**src/osc_cfg_pkg.sv**
```systemverilog
// Constants of the oscillator input configuration block.
// Assumes one 250 MHz register clock and an Avalon-MM slave port.
`default_nettype none
package osc_cfg_pkg;
    // ------------------------------------------------------------
    // Bus map
    // ------------------------------------------------------------
    localparam int ADDR_W = 4;
    localparam int DATA_W = 32;
    localparam logic [3:0] CFG_OFFSET = 4'h0;
    localparam logic [3:0] STATUS_OFFSET = 4'h4;
    localparam logic [31:0] CFG_RESET = 32'h2068_2845;
    localparam logic [31:0] CFG_WRITE_MASK = 32'h3FFF_7F7F;
    // ------------------------------------------------------------
    // Configuration word fields
    // ------------------------------------------------------------
    localparam int RUN_N_BIT = 29;
    localparam int RATIO_LSB = 24;
    localparam int RATIO_W = 5;
    localparam int GAIN_LSB = 22;
    localparam int GAIN_W = 2;
    localparam int CAP_OUT_LSB = 16;
    localparam int CAP_W = 6;
    localparam int BUF_OFF_BIT = 14;
    localparam int CAP_IN_LSB = 8;
    localparam int RES_LSB = 4;
    localparam int RES_W = 3;
    localparam int DC_BIAS_BIT = 3;
    localparam int MODE_BIT = 2;
    localparam int SINGLE_BIT = 1;
    localparam int PAIR_BIT = 0;
    localparam int AMP_COUNT = 3;
    // ------------------------------------------------------------
    // Status word fields
    // ------------------------------------------------------------
    localparam int ST_DONE_BIT = 0;
    localparam int ST_BUF_BIT = 1;
    localparam int ST_BYPASS_BIT = 2;
    localparam int ST_DIVCLK_BIT = 3;
    localparam int ST_W = 4;
    // ------------------------------------------------------------
    // Timing
    // ------------------------------------------------------------
    localparam int CLK_MHZ = 250;
    localparam int STARTUP_TIME_NS = 1000;
    localparam int STARTUP_CYCLES = (STARTUP_TIME_NS * CLK_MHZ + 999) / 1000;
endpackage
`default_nettype wire

```
**src/div_ctrl_if.sv**
```systemverilog
// Control bundle between the configuration block and its divider.
// Assumes both ends share one clock.
`timescale 1ns/1ps
`default_nettype none
interface div_ctrl_if;
    logic [4:0] ratio;
    logic run_n;
    logic bypass;
    modport owner (output ratio, output run_n, input bypass);
    modport divider (input ratio, input run_n, output bypass);
endinterface
`default_nettype wire

```
**src/osc_input_config_divider.sv**
```systemverilog
// Oscillator / input buffer configuration word with reference divider.
// Assumes an Avalon-MM master on ref_clk_in and an asynchronous
// reference level on osc_in_terminal_in.
//
// Behaviour
// - Ratio zero bypasses; 2..31 divide the reference; one is reserved.
// - Divider run bit is active high; cleared holds divider set; resets one.
// - Clearing run stops divided clock unless ratio zero or one bypasses it.
// - Buffer-off zero: hardware enables core buffer at startup, keeps it.
// - Buffer-off one forces the core buffer off; debug only.
// - Mode bit: zero input buffer, one crystal; resets to crystal.
// - Two 6-bit tuning capacitance codes, monotonic, reset 0x28.
// - Gain code enables zero to three boost amplifiers in startup.
// - Single-ended bit: zero differential, one CMOS; resets zero.
// - Pair bit: zero PMOS pair, one NMOS pair; resets one.
// - 3-bit series resistor code limits drive; resets four.
//
// Decided for this implementation: the address map and the Avalon-MM interface to the registers.
`timescale 1ns/1ps
`default_nettype none
module osc_input_config_divider
    import osc_cfg_pkg::*;
#(
    parameter int START_CYCLES = STARTUP_CYCLES
)
(
    input wire logic ref_clk_in,
    input wire logic reset_in,
    input wire logic [ADDR_W-1:0] avs_address_in,
    input wire logic avs_read_in,
    input wire logic avs_write_in,
    input wire logic [DATA_W-1:0] avs_writedata_in,
    input wire logic [3:0] avs_byteenable_in,
    output logic [DATA_W-1:0] avs_readdata_out,
    output logic avs_waitrequest_out,
    input wire logic osc_in_terminal_in,
    output logic ref_div_clk_out,
    output logic osc_mode_xtal_out,
    output logic [CAP_W-1:0] tuning_cap_in_terminal_out,
    output logic [CAP_W-1:0] tuning_cap_out_terminal_out,
    output logic [AMP_COUNT-1:0] boost_amp_en_out,
    output logic [RES_W-1:0] series_resistor_code_out,
    output logic buffer_dc_bias_on_out,
    output logic single_ended_select_out,
    output logic input_pair_select_out,
    output logic osc_core_buffer_en_out
);
    // ------------------------------------------------------------
    // Registers
    // ------------------------------------------------------------
    logic [DATA_W-1:0] cfg_r;
    logic [DATA_W-1:0] cfg_nxt;
    logic [DATA_W-1:0] rdata_r;
    logic [DATA_W-1:0] rdata_nxt;
    logic ack_r;
    logic ack_nxt;
    logic ref_meta_r;
    logic ref_sync_r;
    logic startup_done;
    logic [ST_W-1:0] status_word;
    div_ctrl_if div_ctrl ();
    // Field map and divider bundle are fixed at these widths
    if (RATIO_W != 5 || DATA_W != 32) begin : g_bad_map
        $error("field map needs a 32-bit word and 5-bit ratio");
    end
    // ------------------------------------------------------------
    // Bus decode
    // ------------------------------------------------------------
    // One wait state per access keeps read data registered
    wire logic req = avs_read_in | avs_write_in;
    wire logic hit_cfg = (avs_address_in == CFG_OFFSET);
    wire logic hit_status = (avs_address_in == STATUS_OFFSET);
    wire logic wr_cfg = avs_write_in & ack_r & hit_cfg;
    assign ack_nxt = req & ~ack_r;
    assign avs_waitrequest_out = req & ~ack_r;
    assign avs_readdata_out = rdata_r;
    assign status_word = {ref_div_clk_out, div_ctrl.bypass,
        osc_core_buffer_en_out, startup_done};
    // Unmapped addresses read zero and drop writes
    assign rdata_nxt = !(avs_read_in && !ack_r) ? rdata_r :
        hit_cfg ? cfg_r :
        hit_status ? DATA_W'(status_word) :
        '0;
    // Byte lanes of the configuration word
    for (genvar b = 0; b < 4; b++) begin : g_lane
        assign cfg_nxt[b*8 +: 8] = avs_byteenable_in[b] ?
            avs_writedata_in[b*8 +: 8] : cfg_r[b*8 +: 8];
    end
    always_ff @(posedge ref_clk_in) begin
        if (reset_in) begin
            ack_r <= 1'b0;
            rdata_r <= '0;
        end else begin
            ack_r <= ack_nxt;
            rdata_r <= rdata_nxt;
        end
    end
    always_ff @(posedge ref_clk_in) begin
        if (reset_in) begin
            cfg_r <= CFG_RESET;
        end else if (wr_cfg) begin
            cfg_r <= cfg_nxt & CFG_WRITE_MASK;
        end
    end
    // ------------------------------------------------------------
    // Reference synchroniser
    // ------------------------------------------------------------
    always_ff @(posedge ref_clk_in) begin
        if (reset_in) begin
            ref_meta_r <= 1'b0;
            ref_sync_r <= 1'b0;
        end else begin
            ref_meta_r <= osc_in_terminal_in;
            ref_sync_r <= ref_meta_r;
        end
    end
    // ------------------------------------------------------------
    // Field outputs
    // ------------------------------------------------------------
    // Capacitance codes go out unchanged so steps stay monotonic
    assign osc_mode_xtal_out = cfg_r[MODE_BIT];
    assign tuning_cap_in_terminal_out = cfg_r[CAP_IN_LSB +: CAP_W];
    assign tuning_cap_out_terminal_out = cfg_r[CAP_OUT_LSB +: CAP_W];
    assign series_resistor_code_out = cfg_r[RES_LSB +: RES_W];
    // Coupling choice is left to software
    assign buffer_dc_bias_on_out = cfg_r[DC_BIAS_BIT];
    assign single_ended_select_out = cfg_r[SINGLE_BIT];
    assign input_pair_select_out = cfg_r[PAIR_BIT];
    assign div_ctrl.ratio = cfg_r[RATIO_LSB +: RATIO_W];
    assign div_ctrl.run_n = cfg_r[RUN_N_BIT];
    // ------------------------------------------------------------
    // Divider and startup
    // ------------------------------------------------------------
    ref_hf_divider u_div (
        .ref_clk_in(ref_clk_in),
        .reset_in(reset_in),
        .ctrl(div_ctrl),
        .ref_sync_in(ref_sync_r),
        .div_clk_out(ref_div_clk_out)
    );
    osc_startup_seq #(
        .START_CYCLES(START_CYCLES)
    ) u_start (
        .ref_clk_in(ref_clk_in),
        .reset_in(reset_in),
        .gain_code_in(cfg_r[GAIN_LSB +: GAIN_W]),
        .buffer_off_in(cfg_r[BUF_OFF_BIT]),
        .boost_amp_en_out(boost_amp_en_out),
        .buffer_en_out(osc_core_buffer_en_out),
        .startup_done_out(startup_done)
    );

    // ------------------------------------------------------------
    // Field write checks
    // ------------------------------------------------------------
    // Taken write as the master sees it, not the internal strobe
    wire logic bus_wr_cfg = avs_write_in & ~avs_waitrequest_out & hit_cfg;
endmodule // osc_input_config_divider
`default_nettype wire

```
**src/ref_hf_divider.sv**
```systemverilog
// High-frequency divider of the synchronised reference level.
// Assumes the reference is already two-flop synchronised.
`timescale 1ns/1ps
`default_nettype none
module ref_hf_divider
    import osc_cfg_pkg::*;
(
    input wire logic ref_clk_in,
    input wire logic reset_in,
    div_ctrl_if.divider ctrl,
    input wire logic ref_sync_in,
    output logic div_clk_out
);
    logic ref_prev_r;
    logic [4:0] cnt_r;
    logic [4:0] cnt_nxt;
    logic out_r;
    logic out_nxt;
    wire logic rise = ref_sync_in & ~ref_prev_r;
    wire logic [4:0] last = ctrl.ratio - 5'h01;
    wire logic [4:0] half = 5'((6'(ctrl.ratio) + 6'h01) >> 1);
    // Reserved ratio one behaves as a pass-through
    assign ctrl.bypass = (ctrl.ratio < 5'h02);
    assign cnt_nxt = (cnt_r == last) ? 5'h00 : cnt_r + 5'h01;
    assign out_nxt = (cnt_nxt < half);
    // Bypass keeps running even when held
    assign div_clk_out = ctrl.bypass ? ref_prev_r : out_r;
    always_ff @(posedge ref_clk_in) begin
        if (reset_in) begin
            ref_prev_r <= 1'b0;
            cnt_r <= 5'h00;
            out_r <= 1'b1;
        end else begin
            ref_prev_r <= ref_sync_in;
            if (!ctrl.run_n) begin
                cnt_r <= 5'h00;
                out_r <= 1'b1;
            end else if (rise && !ctrl.bypass) begin
                cnt_r <= cnt_nxt;
                out_r <= out_nxt;
            end
        end
    end
endmodule // ref_hf_divider
`default_nettype wire

```
**src/osc_startup_seq.sv**
```systemverilog
// Startup sequencer: gain boost window and core buffer enable.
// Assumes reset_in is the power-on reset of the device.
`timescale 1ns/1ps
`default_nettype none
module osc_startup_seq
    import osc_cfg_pkg::*;
#(
    parameter int START_CYCLES = STARTUP_CYCLES
)
(
    input wire logic ref_clk_in,
    input wire logic reset_in,
    input wire logic [GAIN_W-1:0] gain_code_in,
    input wire logic buffer_off_in,
    output logic [AMP_COUNT-1:0] boost_amp_en_out,
    output logic buffer_en_out,
    output logic startup_done_out
);
    logic [12:0] cnt_r;
    logic done_r;
    logic buf_en_r;
    logic [AMP_COUNT-1:0] amp_r;
    if (START_CYCLES < 1 || START_CYCLES > 8191) begin : g_bad
        $error("START_CYCLES out of range");
    end
    wire logic cnt_end = (cnt_r == 13'(START_CYCLES - 1));
    always_ff @(posedge ref_clk_in) begin
        if (reset_in) begin
            cnt_r <= 13'h0000;
            done_r <= 1'b0;
        end else if (!done_r) begin
            cnt_r <= cnt_r + 13'h0001;
            done_r <= cnt_end;
        end
    end
    // Hardware enable, follows the inverted buffer-off bit one edge later
    always_ff @(posedge ref_clk_in) begin
        if (reset_in) begin
            buf_en_r <= 1'b0;
        end else begin
            buf_en_r <= ~buffer_off_in;
        end
    end
    // One flop per boosting amplifier
    for (genvar i = 0; i < AMP_COUNT; i++) begin : g_amp
        always_ff @(posedge ref_clk_in) begin
            if (reset_in) begin
                amp_r[i] <= 1'b0;
            end else begin
                amp_r[i] <= ~done_r & ~cnt_end
                    & (gain_code_in > GAIN_W'(i));
            end
        end
    end
    assign boost_amp_en_out = amp_r;
    assign buffer_en_out = buf_en_r;
    assign startup_done_out = done_r;
endmodule // osc_startup_seq
`default_nettype wire

```
**config.mk**
```make
export PLATFORM = sky130hd
export DESIGN_NAME = osc_input_config_divider
export DESIGN_NICKNAME = d
export VERILOG_FILES = /design/src/osc_cfg_pkg.sv /design/src/div_ctrl_if.sv /design/src/osc_input_config_divider.sv /design/src/ref_hf_divider.sv /design/src/osc_startup_seq.sv
export SDC_FILE = /design/constraint.sdc
export NUM_CORES = 1
export LEC_CHECK = 0
export BUFFER_PORTS_ARGS = -buffer_cell sky130_fd_sc_hd__clkbuf_2
export CORE_ASPECT_RATIO = 1.4
export CORE_MARGIN = 2
export CORE_UTILIZATION = 58
export CTS_BUF_LIST = sky130_fd_sc_hd__clkbuf_8
export CTS_CLUSTER_DIAMETER = 30
export DETAILED_ROUTE_END_ITERATION = 10
export PLACE_DENSITY = 0.87
export SLEW_MARGIN = 20
export SYNTH_ARGS = -nofsm -noshare
export SYNTH_HDL_FRONTEND = slang
export SYNTH_SLANG_ARGS = --single-unit
```
**constraint.sdc**
```tcl
create_clock -name ref_clk_in -period 5.3 [get_ports ref_clk_in]
set_input_delay 1.06 -clock ref_clk_in [delete_from_list [all_inputs] [get_ports ref_clk_in]]
set_output_delay 1.06 -clock ref_clk_in [all_outputs]
set_load 0.01 [all_outputs]
```
==> run summary <==
Post-synth ARST share: 0%
Post-DRT Antenna Nets: 0
setup_tns: 0 ns
Critical Path Sink Type: flop
final hold violations: 0
GR Util All Layers: 23.10%
crit path cell chain: inv_1 > ha_1 > or3_1 > a311o_1 > a21boi_0 > ha_1 > a21o_1 > a21o_1 > a211oi_1 > a221o_1 > a31o_1
WL final: 7.951 mm
Hold WS: 0.4572 ns
post-CTS sizing: 0
H-tree Lvls: 3
largest net degree at the start of global routing: 50
core area: 6211 um2
Die H: 98.55 um
Die ar.: 7050 um2
hold buffers post-CTS: 0
Max clock buf depth: 2
fin area: 4268 um2
Syn Area/Cell: 9.011 um2
post-synthesis register bit count: 84
initial antenna violation count: 0
skew final: 0.007937 ns
Inserted Clock Buffers: 9
hold worst-path end: ref_sync_r
max cap viols: 0
starting density of the core: 59.63%
Vias: 3124
final cell count without fillers: 554
DR WL/cell: 14.35 um
fin worst setup slack: 2.229 ns
Worst Path Required: 5.60 ns
Post-synth EDFFs: 0
std cell rows: 34
max-slew violation count: 0
synthesized instance count: 411
CP Data Arrival Time: 3.37 ns
reg2reg start: cfg_r[25]
first-pass GRT wire length: 13.08 mm
Initial DRC Count: 159
switch share: 21.77%
Gate power share: 5.0%
worst-margin pin slew: 0.9261 ns
Setup WS pre-CTS: 2.010 ns
worst skew pair latency: 0.35 ns
GR Overflow Total: 0
Tcrit/Tclk final: 57.94%
ys flop type: dfxtp_1
outcome: complete, no violations
I/O Buffers: 93
fin util: 68.71%
number of detailed-route iterations in the first pass: 4
post-layout minimum cycle time: 3.071 ns
Max VDD drop: 0.2227 mV
post-DP HPWL: 5.688 mm
startpoint types: flop
Final #Nets: 531
Post-CTS Repair Setup Buffers: 0
R2R Path End: u_div.out_r
RSZ-0062 raised after global routing: no
hold path depth: 1
ANT cells: 0
I/O Pins: 102
Post-Route M1 WL: 3.244 mm
Via density: 5.639
drt drc: 0
clk slew on worst S/H paths: 0.08 ns
maximum clock rate: 325.6 MHz
Hold Crit Start: ref_meta_r
metal2 WL: 4.012 mm
Mapped Area: 3704 um2
DP Area: 4028 um2
HP Class: flop to flop
total power divided by cell area: 290.9 nW/um2
crit-path max FO: 9
Placed Cells incl. Taps: 538
internal power: 0.9714 mW
WL met3: 535 um
Slew HR: 38.06%
Synth cell types: 49
Leakage: 1.866 nW
r2r worst-path depth: 11
CP Buf/Inv Count: 1
CTS tree: done
Final Power: 1.242 mW
sw power: 0.2703 mW
share of cells above drive strength 1: 24.90%
top routing layer in use: met4
CP delay by family, top: compound AO/OA/AOI/OAI gates
Area Overhead vs Synth: 15.24%
vias in the first global route: 2883
CTS root buffer: clkbuf_8
Final GP Congestion: 0.8410
part of the power in the clock network: 43.3%
clk sinks: 84
setup slack, reg-to-reg: 2.23 ns
sequential element share of the synthesized area: 45.41%
die width: 71.54 um
CP max stage cell: dfxtp_1
Yosys warnings: 0
critical path's largest stage delay: 0.51 ns
Crit Path Category: flop to flop
Setup-failing EPs final: 0
Seq pwr share: 51.6%
-- final cells by class --
class                      instances  area (um2)
clock buffer                       9       123.9
sequential                        84        1682
multi-input combinational        280        1742
inverter                           5       18.77
tap                               72       90.09
timing repair buffer              97       495.5
clock inverter                     7       116.4
fill                             465        1943
-- sequential cells by signal, summed over array words and instances (netlist names) --
name                      count
u_div.cnt_r                   5
cfg_r                        28
u_start.startup_done_out      1
avs_readdata_out             28
ref_sync_r                    1
u_div.ref_prev_r              1
u_start.boost_amp_en_out      3
u_start.buffer_en_out         1
u_div.out_r                   1
u_start.cnt_r                13
ack_r                         1
ref_meta_r                    1
-- worst max path at each step --
stage	from	to	slack, ns	cells after the start
final	cfg_r[25]	u_div.out_r	2.23	11
after global routing	cfg_r[25]	u_div.out_r	2.04	12
after CTS	cfg_r[25]	u_div.out_r	2.21	11
after detailed placement	avs_address_in[1]	cfg_r[21]	2.01	6
after global placement	avs_address_in[1]	cfg_r[21]	2.08	6
after floorplan	cfg_r[25]	u_div.out_r	2.50	11
-- power by group through the flow --
stage | sequential, mW | clock, mW | combinational, mW
after floorplan | 0.656 | 0 | 0.0366
after global placement | 0.656 | 0 | 0.0602
after detailed placement | 0.656 | 0 | 0.0619
after CTS | 0.641 | 0.544 | 0.0624
after global routing | 0.642 | 0.567 | 0.0686
final | 0.641 | 0.538 | 0.0623
-- cell usage in the layout (no fill, tap or decap), types with 3 or more instances in the layout --
cell type   instances
mux2i_1             4
clkinvlp_4          3
clkbuf_2           93
nand2b_1            5
nand2_1            30
a21oi_1            27
nand3_1            29
dfxtp_1            84
a22oi_1            25
nand4_1             4
nor2b_1             7
and3_1             13
or3_1               4
xnor2_1            11
nor3_1              5
conb_1              4
inv_1               6
xor2_1             10
a211o_1             9
buf_4               4
nor2_1             47
bufinv_16           3
and2_1              4
ha_1                9
o21ai_0             4
nand2_4             4
clkbuf_8            9
-- logic make-up after synthesis --
kind of cell	Yosys count	synth area share, %
AO/OA/AOI/OAI	76	13.78
XOR/XNOR	21	4.966
adder cells (fa/ha/maj)	9	3.041
buffers and inverters	50	7.871
flip-flops	84	45.41
multiplexers	5	1.385
other	1	0.1013
AND/OR/NAND/NOR	165	23.45
-- Yosys cell counts (all sizes together), types with 2 or more instances --
library cell	n	area, um2
nor2b	7	43.79
and2	4	25.02
nand2b	5	31.28
buf	29	211.5
nor2	47	176.4
xnor2	11	96.34
inv	5	18.77
nand4	4	25.02
and3	13	81.33
a22oi	25	187.7
o21ai	5	25.02
or3	4	25.02
and4	2	17.52
a21oi	27	135.1
xor2	10	87.58
dfxtp	84	1682
nor3	7	51.30
mux2i	4	40.04
ha	9	112.6
nand3	29	145.1
nor4	3	33.78
nor4b	2	17.52
clkbuf	16	61.30
a21o	2	15.01
nand2	34	157.7
a211o	9	78.83
-- per-layer routing --
metal / global-route usage (%) / up-vias
li1: - / 1543
met1: 27.67 / 1456
met2: 39.17 / 112
met3: 5.726 / 13
met4: 9.434 / 0
met5: 0 / -
Note: power is estimated with default switching activity, not from simulation.
